`src/rtl/ring_map.vh`:
```
// register map and ring layout constants for the offer/return engine
`ifndef RING_MAP_VH
`define RING_MAP_VH
// register byte offsets
`define A_CTRL 8'h00
`define A_QSIZE 8'h04
`define A_OBASE 8'h08
`define A_RBASE 8'h0C
`define A_NTHR 8'h10
`define A_STATUS 8'h14
`define A_HEAD 8'h18
`define A_RET_ID 8'h1C
`define A_RET_LEN 8'h20
`define A_RET_GO 8'h24
`define A_IDX 8'h28
// control register fields
`define C_EN 0
`define C_EVT 1
`define C_NONOTIFY 2
`define C_KICK 3
`define C_PUBLISH 4
// reset value and upper limit of the queue size
`define QSIZE_RST 16'h0100
`define QSIZE_MAX 16'h8000
// ring layout: header word, entry sizes
`define RING_HDR 32'h0000_0004
`define OFFER_ENT 32'h0000_0002
`define RET_ENT 32'h0000_0008
`define RET_LEN_OFS 32'h0000_0004
`define NO_SUPPRESS 16'h0001
// axi responses
`define RESP_OK 2'h0
`define RESP_DECERR 2'h3
`endif

```
`src/rtl/doorbell_sync.v`:
```
// three-stage synchroniser for the asynchronous doorbell pin
module doorbell_sync (
  input wire aclk,
  input wire aresetn,
  input wire pin,
  output reg level_r
);
  reg s1_r;
  reg s2_r;
  reg s3_r;

  // level only moves once stages two and three agree
  always @(posedge aclk)
  begin
    if (!aresetn)
    begin
      s1_r <= 1'b0;
      s2_r <= 1'b0;
      s3_r <= 1'b0;
      level_r <= 1'b0;
    end
    else
    begin
      s1_r <= pin;
      s2_r <= s1_r;
      s3_r <= s2_r;
      if (s2_r == s3_r)
        level_r <= s3_r;
    end
  end
endmodule // doorbell_sync

```
`src/rtl/suppress_decide.v`:
```
// decides whether a newly published return entry interrupts the guest
module suppress_decide (
  input wire evt_en,
  input wire [15:0] offer_flags,
  input wire [15:0] threshold,
  input wire [15:0] placed_idx,
  output wire fire
);
  // threshold mode ignores the flag bit; flag mode ignores threshold
  assign fire = evt_en ? (placed_idx == threshold)
                       : ~offer_flags[0];
endmodule // suppress_decide

```
`src/rtl/split_ring_offer_return_engine.v`:
```
// device end of a split offer/return ring pair with axi4-lite control
`include "ring_map.vh"
module split_ring_offer_return_engine (
  input wire aclk,
  input wire aresetn,
  input wire [7:0] awaddr,
  input wire awvalid,
  output reg awready,
  input wire [31:0] wdata,
  input wire [3:0] wstrb,
  input wire wvalid,
  output reg wready,
  output reg [1:0] bresp,
  output reg bvalid,
  input wire bready,
  input wire [7:0] araddr,
  input wire arvalid,
  output reg arready,
  output reg [31:0] rdata,
  output reg [1:0] rresp,
  output reg rvalid,
  input wire rready,
  input wire doorbell_pin,
  output reg mem_req,
  output reg mem_we,
  output reg [31:0] mem_addr,
  output reg [31:0] mem_wdata,
  output reg [3:0] mem_be,
  input wire mem_ack,
  input wire [31:0] mem_rdata,
  output reg guest_irq
);
  localparam S_IDLE = 11'h001;
  localparam S_ROIDX = 11'h002;
  localparam S_RHEAD = 11'h004;
  localparam S_WID = 11'h008;
  localparam S_WLEN = 11'h010;
  localparam S_WUIDX = 11'h020;
  localparam S_ROFLG = 11'h040;
  localparam S_ROTHR = 11'h080;
  localparam S_FIRE = 11'h100;
  localparam S_WRFLG = 11'h200;
  localparam S_WRTHR = 11'h400;

  reg [10:0] state_r;
  reg enable_r;
  reg evt_en_r;
  reg no_notify_r;
  reg [15:0] qsize_r;
  reg [31:0] obase_r;
  reg [31:0] rbase_r;
  reg [15:0] nthr_r;
  reg [31:0] ret_id_r;
  reg [31:0] ret_len_r;
  reg ret_pend_r;
  reg poll_pend_r;
  reg sup_pend_r;
  reg [15:0] head_r;
  reg head_valid_r;
  reg [15:0] last_offer_r;
  reg [15:0] avail_seen_r;
  reg [15:0] used_idx_r;
  reg [15:0] placed_r;
  reg [15:0] oflags_r;
  reg [15:0] othr_r;
  reg lane_r;
  reg [7:0] aw_addr_r;
  reg [31:0] w_data_r;
  reg [3:0] w_strb_r;
  reg aw_have_r;
  reg w_have_r;
  reg db_prev_r;
  wire db_level;
  wire fire;
  wire [15:0] rd_half;
  wire do_wr;
  wire db_evt;
  reg [31:0] ea;
  reg [31:0] ed;
  reg [3:0] eb;
  reg ew;
  reg [31:0] rd_val;
  reg rd_ok;
  reg wr_ok;

  // byte-lane merge for register writes under wstrb
  function [31:0] merge;
    input [31:0] old;
    input [31:0] nw;
    input [3:0] strb;
    integer i;
    begin
      merge = old;
      for (i = 0; i < 4; i = i + 1)
        if (strb[i])
          merge[i*8 +: 8] = nw[i*8 +: 8];
    end
  endfunction

  // byte-lane merge into a 16-bit register; upper lanes are dropped
  function [15:0] merge16;
    input [15:0] old;
    input [31:0] nw;
    input [3:0] strb;
    reg [31:0] full;
    begin
      full = merge({16'h0, old}, nw, strb);
      merge16 = full[15:0];
    end
  endfunction

  // ring slot: indices are 16-bit and wrap, size is a power of two
  function [31:0] slot;
    input [15:0] idx;
    input [15:0] qs;
    begin
      slot = {16'h0, idx & (qs - 16'h1)};
    end
  endfunction

  // pick the halfword of a fetched word at byte offset 0 or 2
  function [15:0] half;
    input [31:0] w;
    input hi;
    begin
      half = hi ? w[31:16] : w[15:0];
    end
  endfunction

  doorbell_sync u_sync (
    .aclk(aclk),
    .aresetn(aresetn),
    .pin(doorbell_pin),
    .level_r(db_level)
  );

  suppress_decide u_decide (
    .evt_en(evt_en_r),
    .offer_flags(oflags_r),
    .threshold(othr_r),
    .placed_idx(placed_r),
    .fire(fire)
  );

  assign db_evt = db_level & ~db_prev_r;
  assign rd_half = half(mem_rdata, lane_r);
  assign do_wr = aw_have_r & w_have_r & ~bvalid;

  // shared-memory access for the current state
  always @*
  begin
    ea = obase_r;
    ed = 32'h0000_0000;
    eb = 4'hF;
    ew = 1'b0;
    case (state_r)
      S_ROIDX: ea = obase_r;
      // head of one chain, one halfword per slot
      S_RHEAD: ea = obase_r + `RING_HDR
                  + `OFFER_ENT * slot(last_offer_r, qsize_r);
      S_WID:
      begin
        ea = rbase_r + `RING_HDR
           + `RET_ENT * slot(used_idx_r, qsize_r);
        ed = ret_id_r;
        ew = 1'b1;
      end
      S_WLEN:
      begin
        ea = rbase_r + `RING_HDR + `RET_LEN_OFS
           + `RET_ENT * slot(used_idx_r, qsize_r);
        ed = ret_len_r;
        ew = 1'b1;
      end
      S_WUIDX:
      begin
        ea = rbase_r;
        ed = {used_idx_r + 16'h1, 16'h0000};
        eb = 4'hC;
        ew = 1'b1;
      end
      S_ROFLG: ea = obase_r;
      // trailing threshold sits after the last offer slot
      S_ROTHR: ea = obase_r + `RING_HDR
                  + `OFFER_ENT * {16'h0, qsize_r};
      S_WRFLG:
      begin
        ea = rbase_r;
        ed = {16'h0000, evt_en_r ? 16'h0000
              : {15'h0, no_notify_r}};
        eb = 4'h3;
        ew = 1'b1;
      end
      S_WRTHR:
      begin
        ea = rbase_r + `RING_HDR + `RET_ENT * {16'h0, qsize_r};
        ed = {16'h0000, nthr_r};
        eb = 4'h3;
        ew = 1'b1;
      end
      default: ea = obase_r;
    endcase
  end

  // register read mux and address decode
  always @*
  begin
    rd_ok = 1'b1;
    case (araddr)
      `A_CTRL: rd_val = {29'h0, no_notify_r, evt_en_r, enable_r};
      `A_QSIZE: rd_val = {16'h0, qsize_r};
      `A_OBASE: rd_val = obase_r;
      `A_RBASE: rd_val = rbase_r;
      `A_NTHR: rd_val = {16'h0, nthr_r};
      `A_STATUS: rd_val = {avail_seen_r, 11'h0, poll_pend_r, sup_pend_r,
                           ret_pend_r, head_valid_r, ~state_r[0]};
      `A_HEAD: rd_val = {16'h0, head_r};
      `A_RET_ID: rd_val = ret_id_r;
      `A_RET_LEN: rd_val = ret_len_r;
      `A_IDX: rd_val = {last_offer_r, used_idx_r};
      default:
      begin
        rd_val = 32'h0000_0000;
        rd_ok = 1'b0;
      end
    endcase
    case (aw_addr_r)
      `A_CTRL, `A_QSIZE, `A_OBASE, `A_RBASE, `A_NTHR, `A_RET_ID,
      `A_RET_LEN, `A_RET_GO: wr_ok = 1'b1;
      default: wr_ok = 1'b0;
    endcase
  end

  // engine, memory master and axi slave; later writes win, so the
  // register side effects sit last and a set beats a same-cycle clear
  always @(posedge aclk)
  begin
    if (!aresetn)
    begin
      state_r <= S_IDLE;
      enable_r <= 1'b0;
      evt_en_r <= 1'b0;
      no_notify_r <= 1'b0;
      qsize_r <= `QSIZE_RST;
      obase_r <= 32'h0000_0000;
      rbase_r <= 32'h0000_0000;
      nthr_r <= 16'h0000;
      ret_id_r <= 32'h0000_0000;
      ret_len_r <= 32'h0000_0000;
      ret_pend_r <= 1'b0;
      poll_pend_r <= 1'b0;
      sup_pend_r <= 1'b0;
      head_r <= 16'h0000;
      head_valid_r <= 1'b0;
      last_offer_r <= 16'h0000;
      avail_seen_r <= 16'h0000;
      used_idx_r <= 16'h0000;
      placed_r <= 16'h0000;
      oflags_r <= 16'h0000;
      othr_r <= 16'h0000;
      lane_r <= 1'b0;
      db_prev_r <= 1'b0;
      mem_req <= 1'b0;
      mem_we <= 1'b0;
      mem_addr <= 32'h0000_0000;
      mem_wdata <= 32'h0000_0000;
      mem_be <= 4'h0;
      guest_irq <= 1'b0;
      aw_have_r <= 1'b0;
      w_have_r <= 1'b0;
      aw_addr_r <= 8'h00;
      w_data_r <= 32'h0000_0000;
      w_strb_r <= 4'h0;
      awready <= 1'b1;
      wready <= 1'b1;
      bvalid <= 1'b0;
      bresp <= `RESP_OK;
      arready <= 1'b1;
      rvalid <= 1'b0;
      rdata <= 32'h0000_0000;
      rresp <= `RESP_OK;
    end
    else
    begin
      db_prev_r <= db_level;
      guest_irq <= 1'b0;
      // idle dispatch: returns first, then suppression, then polling
      if (state_r == S_IDLE)
      begin
        if (enable_r && ret_pend_r)
          state_r <= S_WID;
        else if (enable_r && sup_pend_r)
        begin
          sup_pend_r <= 1'b0;
          state_r <= S_WRFLG;
        end
        else if (enable_r && poll_pend_r && !head_valid_r)
        begin
          poll_pend_r <= 1'b0;
          state_r <= S_ROIDX;
        end
      end
      else if (state_r == S_FIRE)
      begin
        guest_irq <= fire;
        ret_pend_r <= 1'b0;
        state_r <= S_IDLE;
      end
      else if (!mem_req)
      begin
        // one access per state; request holds until acknowledged
        mem_req <= 1'b1;
        mem_we <= ew;
        mem_addr <= {ea[31:2], 2'b00};
        mem_wdata <= ew ? (ea[1] ? {ed[15:0], 16'h0} : ed) : 32'h0;
        mem_be <= ea[1] ? 4'hC : eb;
        lane_r <= ea[1];
      end
      else if (mem_ack)
      begin
        mem_req <= 1'b0;
        case (state_r)
          S_ROIDX:
          begin
            avail_seen_r <= mem_rdata[31:16];
            // equal index means a needless doorbell: nothing to do
            if (mem_rdata[31:16] != last_offer_r)
              state_r <= S_RHEAD;
            else
              state_r <= S_IDLE;
          end
          S_RHEAD:
          begin
            head_r <= rd_half;
            head_valid_r <= 1'b1;
            last_offer_r <= last_offer_r + 16'h1;
            state_r <= S_IDLE;
          end
          S_WID: state_r <= S_WLEN;
          // count lands before the index that publishes it
          S_WLEN: state_r <= S_WUIDX;
          S_WUIDX:
          begin
            placed_r <= used_idx_r;
            used_idx_r <= used_idx_r + 16'h1;
            state_r <= S_ROFLG;
          end
          S_ROFLG:
          begin
            oflags_r <= mem_rdata[15:0];
            state_r <= evt_en_r ? S_ROTHR : S_FIRE;
          end
          S_ROTHR:
          begin
            othr_r <= rd_half;
            state_r <= S_FIRE;
          end
          S_WRFLG: state_r <= evt_en_r ? S_WRTHR : S_IDLE;
          S_WRTHR: state_r <= S_IDLE;
          default: state_r <= S_IDLE;
        endcase
      end
      // axi write channels taken in either order, one write in flight
      if (awvalid && awready)
      begin
        aw_have_r <= 1'b1;
        aw_addr_r <= awaddr;
        awready <= 1'b0;
      end
      if (wvalid && wready)
      begin
        w_have_r <= 1'b1;
        w_data_r <= wdata;
        w_strb_r <= wstrb;
        wready <= 1'b0;
      end
      if (bvalid && bready)
      begin
        bvalid <= 1'b0;
        awready <= 1'b1;
        wready <= 1'b1;
      end
      // read channel; reading the head register hands the head over
      if (arvalid && arready)
      begin
        arready <= 1'b0;
        rvalid <= 1'b1;
        rdata <= rd_val;
        rresp <= rd_ok ? `RESP_OK : `RESP_DECERR;
        if (araddr == `A_HEAD && head_valid_r)
        begin
          head_valid_r <= 1'b0;
          if (avail_seen_r != last_offer_r)
            poll_pend_r <= 1'b1;
        end
      end
      if (rvalid && rready)
      begin
        rvalid <= 1'b0;
        arready <= 1'b1;
      end
      // doorbells are advisory; a spare one costs one index fetch
      if (db_evt && enable_r)
        poll_pend_r <= 1'b1;
      if (do_wr)
      begin
        aw_have_r <= 1'b0;
        w_have_r <= 1'b0;
        bvalid <= 1'b1;
        bresp <= wr_ok ? `RESP_OK : `RESP_DECERR;
        case (aw_addr_r)
          `A_CTRL:
          begin
            if (w_strb_r[0])
            begin
              enable_r <= w_data_r[`C_EN];
              evt_en_r <= w_data_r[`C_EVT];
              no_notify_r <= w_data_r[`C_NONOTIFY];
              if (w_data_r[`C_KICK])
                poll_pend_r <= 1'b1;
              if (w_data_r[`C_PUBLISH])
                sup_pend_r <= 1'b1;
            end
          end
          `A_QSIZE:
          begin
            // larger sizes would alias full and empty rings
            if (merge({16'h0, qsize_r}, w_data_r, w_strb_r) > 
                {16'h0, `QSIZE_MAX})
              qsize_r <= `QSIZE_MAX;
            else
              qsize_r <= merge16(qsize_r, w_data_r, w_strb_r);
          end
          `A_OBASE: obase_r <= merge(obase_r, w_data_r, w_strb_r);
          `A_RBASE: rbase_r <= merge(rbase_r, w_data_r, w_strb_r);
          `A_NTHR: nthr_r <= merge16(nthr_r, w_data_r, w_strb_r);
          // id and count stay frozen while a return is in flight
          `A_RET_ID:
            if (!ret_pend_r)
              ret_id_r <= merge(ret_id_r, w_data_r, w_strb_r);
          `A_RET_LEN:
            if (!ret_pend_r)
              ret_len_r <= merge(ret_len_r, w_data_r, w_strb_r);
          // software has written the data already
          `A_RET_GO:
            if (w_strb_r[0] && w_data_r[0])
              ret_pend_r <= 1'b1;
          default: bresp <= `RESP_DECERR;
        endcase
      end
    end
  end
endmodule // split_ring_offer_return_engine

```
`config.mk`:
```
export PLATFORM = sky130hd
export DESIGN_NAME = split_ring_offer_return_engine
export DESIGN_NICKNAME = d
export VERILOG_FILES = /design/src/rtl/doorbell_sync.v /design/src/rtl/suppress_decide.v /design/src/rtl/split_ring_offer_return_engine.v
export VERILOG_INCLUDE_DIRS = /design/src /design/src/rtl
export SDC_FILE = /design/constraint.sdc
export NUM_CORES = 1
export LEC_CHECK = 0
export BUFFER_PORTS_ARGS = -buffer_cell sky130_fd_sc_hd__buf_2
export CAP_MARGIN = 15
export CORE_MARGIN = 1.5
export CORE_UTILIZATION = 40
export DETAILED_ROUTE_END_ITERATION = 10
export PLACE_DENSITY = 0.6
export SYNTH_ARGS = -nofsm -noshare
export SYNTH_HDL_FRONTEND = slang
export SYNTH_SLANG_ARGS = --single-unit
```
`constraint.sdc`:
```
create_clock -name aclk -period 13.2 [get_ports aclk]
set_input_delay 2.64 -clock aclk [delete_from_list [all_inputs] [get_ports aclk]]
set_output_delay 2.64 -clock aclk [all_outputs]
set_load 0.005 [all_outputs]
```
# Word level (Yosys, flattened, before mapping)
# Index checks and enable logic that the tools add are counted.
# word_totals
inputBits,93
elab_cells,251
regBits,437
output_inout_bits,112
# op_classes
n_bitwise,14
n_mux,79
eq_ne,32
n_lt_le_gt_ge,1
addsub,11
reduce_logical,55
# op_table
op,n
32-bit one-hot mux with 10 select lines,1
32-bit one-hot mux with 6 select lines,1
32-bit one-hot mux with 5 select lines,1
8-bit two-way mux,16
32-bit by 19-bit adder with 32-bit output,3
"32-bit by 3-bit adder with 32-bit output, second input constant",3
11-bit two-way mux,8
11-bit one-hot mux with 7 select lines,1
32-bit by 17-bit adder with 32-bit output,2
32-bit two-way mux,2
"8-bit by 5-bit == test with 1-bit output, second input constant",6
1-bit two-way mux,40
3-bit AND reduction,13
"16-bit by 1-bit adder with 16-bit output, second input constant",2
16-bit AND,2
"8-bit by 4-bit == test with 1-bit output, second input constant",4
"8-bit by 6-bit == test with 1-bit output, second input constant",4
"32-bit by 16-bit greater-than comparator with 1-bit output, second input constant",1
16-bit two-way mux,2
16-bit inequality test,2
4-bit AND reduction,8
5-bit AND reduction,5
16-bit == test,1
"8-bit by 3-bit == test with 1-bit output, second input constant",2
other kinds (32),62

# Logic depth before layout (Yosys ltp)
# Gate-level depths: netlist (run 1).
# depth
word_depth,14
ltp_mapped,22
depth_no_buf,21

# Modules after synthesis
# From an unflattened synthesis (run 1), not the netlist that was laid out.
# hier_totals
cells_unflattened,3332
area_unflattened_um2,25813.5
# by_module_without_submodules
module,area_per_inst_um2,seq_area_each_um2,n_inst,cells_each
split_ring_offer_return_engine,25515.7,8888.5,1,3300
suppress_decide,181.4,0.0,1,22
doorbell_sync,116.4,80.1,1,10

# Worst setup path after synthesis (run 1)
# Ideal clock, no wire load.
# synth_path
path_kind,flip-flop to flip-flop
start,register state_r[5]
end,register mem_addr[21]
path_buffers,3
required_ns,13.076
path_slack_ns,8.531
synth_period_minus_slack_ns,4.669
setup_ns,0.124
t_arrival_ns,4.545
path_stages_with_launch,18
path_cell_list,dfxtp_1 clkbuf_1 nor3_1 nand3_1 nor2_1 clkbuf_1 buf_1 mux2_2 ha_1 nor2b_1 o31a_1 o211ai_1 nand2_1 a31oi_1 nor2_1 xnor2_1 a221oi_1 a21oi_1
# synth_via
elab_chain_cells,3
elab_cells_between_ends,14
cone_classes,eq/ne (9); mux (1); bitwise (2); reduce/logical (2)
# synth_rtl
item,line_no,source
from (decl),split_ring_offer_return_engine.v:45,reg [10:0] state_r;
from (signal assigned),split_ring_offer_return_engine.v:351,state_r <= evt_en_r ? S_ROTHR : S_FIRE;
from (signal assigned),split_ring_offer_return_engine.v:358,S_WRFLG: state_r <= evt_en_r ? S_WRTHR : S_IDLE;
"11-bit by 10-bit == test with 1-bit output, or another cell as far along",split_ring_offer_return_engine.v:156,case (state_r)
2-bit OR reduction (no line) or 1-bit inverter (tied branches),-,
32-bit one-hot mux with 6 select lines or 3-bit AND reduction (tied branches),-,
to (signal assigned),split_ring_offer_return_engine.v:314,"mem_addr <= {ea[31:2], 2'b00};"
to (decl),split_ring_offer_return_engine.v:26,"output reg [31:0] mem_addr,"
# Parallel ways exist; a longest one is shown, timed or not.
# A chain may end at the register's enable or synchronous reset.

# Worst setup path after layout (run 1)
# layout_path
start,register state_r[1]
end,register mem_addr[21]
# Same word-level chain as after synthesis.

==> results of run 1 <==
==> kinds of logic after synthesis <==
logic type,after synthesis
AO/OA/AOI/OAI,786
flip-flops,433
XOR/XNOR,203
buffers and inverters,296
AND/OR/NAND/NOR,1199
other,1
multiplexers,178
adder cells (fa/ha/maj),55
==> power groups by stage <==
stage | logic, uW | clock network (uW) | registers, uW
6_report | 184 | 1420 | 1370
5_1_grt | 198 | 1490 | 1370
4_1_cts | 183 | 1430 | 1370
3_5_place_dp | 182 | 0 | 1400
3_3_place_gp | 182 | 0 | 1400
2_1_floorplan | 114 | 0 | 1370
==> routing by layer <==
metal  up-vias  global-route usage (%)  share of wire [%]
met5         -                       0              0.024
met4         4                    11.4                3.9
li1      11352                       -                  -
met3       190                    5.60                9.8
met1     11683                    42.0                 43
met2      1285                    46.6                 44
==> cell type report <==
cell class                 count  share of cell area [%]
multi-input combinational   2423                    54.1
sequential                   433                    31.3
clock buffer                  69                    5.20
timing repair buffer         236                    4.57
tap                          790                    3.57
clock inverter                18                   0.813
inverter                      32                   0.460
antenna                        3                  0.0271
==> flip-flops by register name, summed over array words and instances, names as in the netlist, 30 cells and up <==
register	cells
obase_r	32
rbase_r	32
ret_len_r	32
rdata	32
mem_addr	30
ret_id_r	32
mem_wdata	32
w_data_r	32
==> worst max-delay path: cells and delay by family, from the launching register on <==
family	cells	cell delay [ns]
fa+ha+maj	1	0.37
simple gates	5	1.95
flops	1	0.39
buf+inv	1	0.45
compound gates	6	1.85
mux	1	0.38
xor+xnor	1	0.16
==> cell usage after synthesis, drive strengths merged (22+ instances only) <==
master / number / area share [%]
inv: 32 / 0.49
nor2: 387 / 5.9
dfxtp: 433 / 35
a22oi: 39 / 1.2
nor4: 43 / 1.1
and2: 22 / 0.56
o211ai: 22 / 0.67
nand4: 32 / 0.87
nor3: 57 / 1.2
nand2b: 24 / 0.61
a31oi: 26 / 0.66
a222oi: 45 / 1.8
mux2i: 164 / 6.6
a221oi: 53 / 1.9
buf: 31 / 0.68
a22o: 28 / 0.99
or3: 35 / 0.88
xor2: 97 / 3.4
a211oi: 27 / 0.82
a21oi: 295 / 6.0
nand3: 86 / 1.7
ha: 53 / 2.7
clkbuf: 233 / 3.5
and3: 22 / 0.56
xnor2: 106 / 3.8
o21ai: 119 / 2.4
nand2: 416 / 6.3
==> metrics by stage <==
step	util, %	worst slack [ns]	cells	power [uW]	hold WS [ns]
after global routing	45.1	7.05	4001	3060	0.477
final	45.1	7.49	4004	2970	0.459
after floorplan	-	8.53	3152	1490	0.412
after CTS	45.1	7.66	4001	2980	0.468
after detailed placement	42.4	7.72	3914	1580	0.448
after global placement	42.3	7.74	3913	1580	0.429
==> worst paths after layout <==
| check | start | end | slack [ns] | cells after the start |
|---|---|---|---|---|
| setup / recovery | state_r[1]$_SDFFE_PN0P_ | mem_addr[21]$_SDFFE_PN0P_ | 7.49 | 15 |
| hold / removal | u_sync.s1_r$_SDFF_PN0_ | u_sync.s2_r$_SDFF_PN0_ | 0.46 | 1 |
| setup reg to reg | state_r[1]$_SDFFE_PN0P_ | mem_addr[21]$_SDFFE_PN0P_ | 7.49 | 15 |
| hold reg to reg | u_sync.s1_r$_SDFF_PN0_ | u_sync.s2_r$_SDFF_PN0_ | 0.46 | 1 |
==> metrics.txt, run 1 <==
min cycle time layout=5.71 ns; total grt overflow=0; CP Capture Type=flop; effective utilization at floorplan=40.3%; fraction of the cycle the final worst path needs=43.2%; placed instance area=26000 sq um; WP data arrival=6.19 ns; DRT Wirelength=99200 microns; worst slew pin tran=1.31 ns; post-synthesis cell count=3151; Setup Buffers After CTS=0; TritonCTS buffer count=49; status=finished, final reports clean; Fin Clk Skew=0.0280 ns; worst hold path class=reg2reg; register area=8670 sq um; Internal Power=2220 uW; DIE AREA=63400 sq um; CP most frequent cell=a21oi_1; XOR/XNOR share of the synthesized area=7.18%; max-slew violation count=0; sw frac=25.5%; Worst-path clk slew=0.06 ns; Area Overhead vs Synth=12.0%; router iterations before antenna repair=11; largest stage delay on the critical path=0.84 ns; first-pass GRT wire length=146000 microns; CTS tree=done; Die X=252 microns; RSZ-0062 raised after global routing=false; Cell Area, Synth=24700 sq um; Yosys Warn Count=0; GPL Wtd Cong=0.974; Adder-Cell Fraction of Synth Area=2.84%; number of gates resized after cts=0; H-tree depth=2; Psw=759 uW; ys flop type=dfxtp_1; critical-path maximum fanout=21; Final Cell Area=27700 sq um; drt drc=0; CTS root buffer=clkbuf_16; vias per inst=6.12; post-synthesis mux area share=7.27%; highest-count cells in the layout ignoring fill and taps=433 x dfxtp_1, 416 x nand2_1, 383 x nor2_1; critical path class=reg2reg; Worst-Skew Late Latency=0.62 ns; # clock sinks=433; Post-CTS Hold Buffers=0; CP Launch Type=flop; row cnt=91; Die Y=252 microns; endpoints failing setup=0; PD cells=107 nW/um^2; DR vias=24514; sequential power share=46.0%; share of cells above drive strength 1=11.6%; register bit total from synthesis=433; Post-DRT Antenna Nets=0; Clock power frac=47.8%; Layout fillers=6219; I/O pins=205; HPWL after DPL=73200 microns; WL/cell=24.8 microns; Avg Cell Area, Syn=7.85 sq um; number of synthesized flops with an enable pin=0; Hold Vio Cnt, Final=0; post-synth cell types=80; initial antenna violation count=2; max_slew headroom=12.5%; Compound-Gate Fraction of Synth Area=20.9%; Max Fclk=175 MHz; Lkg Pwr=0.0109 uW; footprint of the multi-input gates=15000 sq um; setup TNS=0 ns; crit-path cells=nor3_1, nand3_1, nor2_2, buf_4, mux2_2, ha_1, a21oi_1, a21oi_1, a2111oi_0, nand2_1, a31oi_1, nor2_1, xnor2_1, a221oi_1, a21oi_1; CP max-delay cell=nor2_2; combinational fraction of design power=6.2%; Post-synth ARST share=0%; main combinational cell family by area after synthesis=simple AND/OR/NAND/NOR gates; Core Region=61500 sq um; largest net degree at the start of global routing=142; Clock Path Buffers=3; GR Util All Layers=30.3%; most common cell after layout, fill and taps aside=dfxtp_1; DRT iter0 DRCs=3274; Seq/Total Area, Yosys=35.0%; Port Buffer Count=202; Final nets=3323; number of global-route vias before repair=22025; Max-Cap Viols=0; simple-gate share of the synthesized area=22.1%; worst vdd ir=92.2 uV; Critical Path RT=13.68 ns
Note: power is estimated with default switching activity, not from simulation.
==> inputs of run 2 (changes only) <==
==> constraint.sdc (replaced) <==
create_clock -name aclk -period 5.4 [get_ports aclk]
set_input_delay 1.08 -clock aclk [delete_from_list [all_inputs] [get_ports aclk]]
set_output_delay 1.08 -clock aclk [all_outputs]
set_load 0.005 [all_outputs]
==> metrics.txt, run 2 (synthesis gave the netlist of run 1 again) <==
status=finished, final reports clean; worst slew pin tran=1.15 ns; GPL Wtd Cong=0.984; WL/cell=24.6 microns; Total Power=7580 uW; H-tree depth=2; DIE AREA=63400 sq um; number of global-route vias before repair=22554; # clock sinks=433; PD cells=270 nW/um^2; total grt overflow=0; FF-to-FF Start=state_r[1]$_SDFFE_PN0P_; Post-CTS Hold Buffers=0; Area Overhead vs Synth=13.6%; fraction of the cycle the final worst path needs=92.2%; Port Buffer Count=202; HPWL after DPL=73500 microns; row cnt=91; CTS tree=done; Lkg Pwr=0.0111 uW; Worst-Skew Late Latency=0.61 ns; Post-DRT Antenna Nets=0; setup slack, reg-to-reg=0.42 ns; Final nets=3350; TritonCTS buffer count=49; effective utilization at floorplan=40.3%; Hold Vio Cnt, Final=0; critical-path maximum fanout=13; share of cells above drive strength 1=12.7%; max-slew violation count=0; Hold EP=u_sync.s2_r$_SDFF_PN0_; Fin Clk Skew=0.0181 ns; most common cell after layout, fill and taps aside=dfxtp_1; Hold Path Depth=1; Max Fclk=201 MHz; DRT Wirelength=99200 microns; drt drc=0; WP data arrival=5.47 ns; Die X=252 microns; Die Y=252 microns; initial antenna violation count=1; CTS root buffer=clkbuf_16; Clock Path Buffers=3; Non-Filler Instances=4034; max_slew headroom=23.4%; Critical Path RT=5.89 ns; RSZ-0062 raised after global routing=false; placed insts=3941; Hold Crit Start=u_sync.s1_r$_SDFF_PN0_; setup TNS=0 ns; worst vdd ir=241 uV; highest-count cells in the layout ignoring fill and taps=433 x dfxtp_1, 416 x nand2_1, 382 x nor2_1; vias per inst=6.08; CP Launch Type=flop; RR Endpoint=mem_addr[29]$_SDFFE_PN0P_; Worst-path clk slew=0.06 ns; Max-Cap Viols=0; worst hold path class=reg2reg; router iterations before antenna repair=7; I/O pins=205; endpoints failing setup=0; Core Region=61500 sq um; first-pass GRT wire length=146000 microns; min cycle time layout=4.98 ns; DRT iter0 DRCs=3206; GR Util All Layers=30.4%; largest net degree at the start of global routing=140; critical path class=reg2reg; CP Capture Type=flop; DR vias=24545; Reg2Reg Depth=16
[run 2: cell count changes in the layout (fill, tap and decap cells not counted), sizes merged]
cell    before  now
buf        236  263
bufinv       3    9
clkbuf      69   64
clkinv       9   11
diode        3    1
inv         36   38
[run 2: report_power, final]
part           switching [uW]  internal, uW
Clock                    1490          2300
Combinational             295           148
Sequential               93.8          3250
[run 2: metal layers]
| layer | track usage, % | wire length, microns | vias to the layer above | part of all wire (%) |
|---|---|---|---|---|
| met5 | 0 | 0 | - | 0 |
| met4 | 13.7 | 4690 | 0 | 4.7 |
| met3 | 4.52 | 9500 | 193 | 9.6 |
| met2 | 45.9 | 42400 | 1303 | 43 |
| met1 | 42.7 | 42600 | 11664 | 43 |
| li1 | - | - | 11385 | - |
[run 2: worst max path at each step]
stage	start	endpoint	slack, ns
after global routing	state_r[1]$_SDFFE_PN0P_	mem_addr[22]$_SDFFE_PN0P_	0.09
after detailed placement	qsize_r[1]$_SDFFE_PN0P_	mem_addr[29]$_SDFFE_PN0P_	0.46
after CTS	qsize_r[1]$_SDFFE_PN0P_	mem_addr[29]$_SDFFE_PN0P_	0.41
after global placement	qsize_r[1]$_SDFFE_PN0P_	mem_addr[21]$_SDFFE_PN0P_	0.58
after floorplan	state_r[5]$_SDFFE_PN0P_	mem_addr[21]$_SDFFE_PN0P_	0.73
final	state_r[1]$_SDFFE_PN0P_	mem_addr[29]$_SDFFE_PN0P_	0.42
[run 2: stage by stage]
| step | hold WS (ns) | util, % | worst slack (ns) | instance area, sq um |
|---|---|---|---|---|
| after CTS | 0.442 | 45.7 | 0.413 | 28100 |
| after global placement | 0.430 | 42.7 | 0.578 | 26300 |
| after detailed placement | 0.425 | 42.7 | 0.461 | 26300 |
| final | 0.440 | 45.7 | 0.421 | 28100 |
| after global routing | 0.455 | 45.7 | 0.0879 | 28100 |
| after floorplan | 0.412 | - | 0.731 | 24800 |
[run 2: layout make-up]
cell class	instances	area (sq um)
Fill cell	6205	33400
Timing Repair Buffer	263	1480
Sequential cell	433	8670
Clock inverter	28	415
Inverter	32	128
Tap cell	790	988
Clock buffer	64	1420
Antenna cell	1	2.50
Multi-Input combinational cell	2423	15000
[run 2: critical path, stage by stage, from the launching register on]
cell and delay, ns:
dfxtp_1 0.38, nor3_1 0.43, nand3_1 0.41, nor2_2 0.58, buf_4 0.33, mux2_2 0.37, ha_1 0.38, a21oi_1 0.29
a21oi_1 0.12, a2111oi_0 0.31, nand2_1 0.18, a31oi_1 0.29, buf_4 0.22, nor4b_2 0.06, xnor2_1 0.17, a221oi_2 0.25
a21oi_1 0.09
[run 2: repair_timing]
item | 4_1_cts | 5_1_grt
resized for setup | 0 | 1
setup buffers | 0 | 0
setup endpoints to repair | 0 | 4
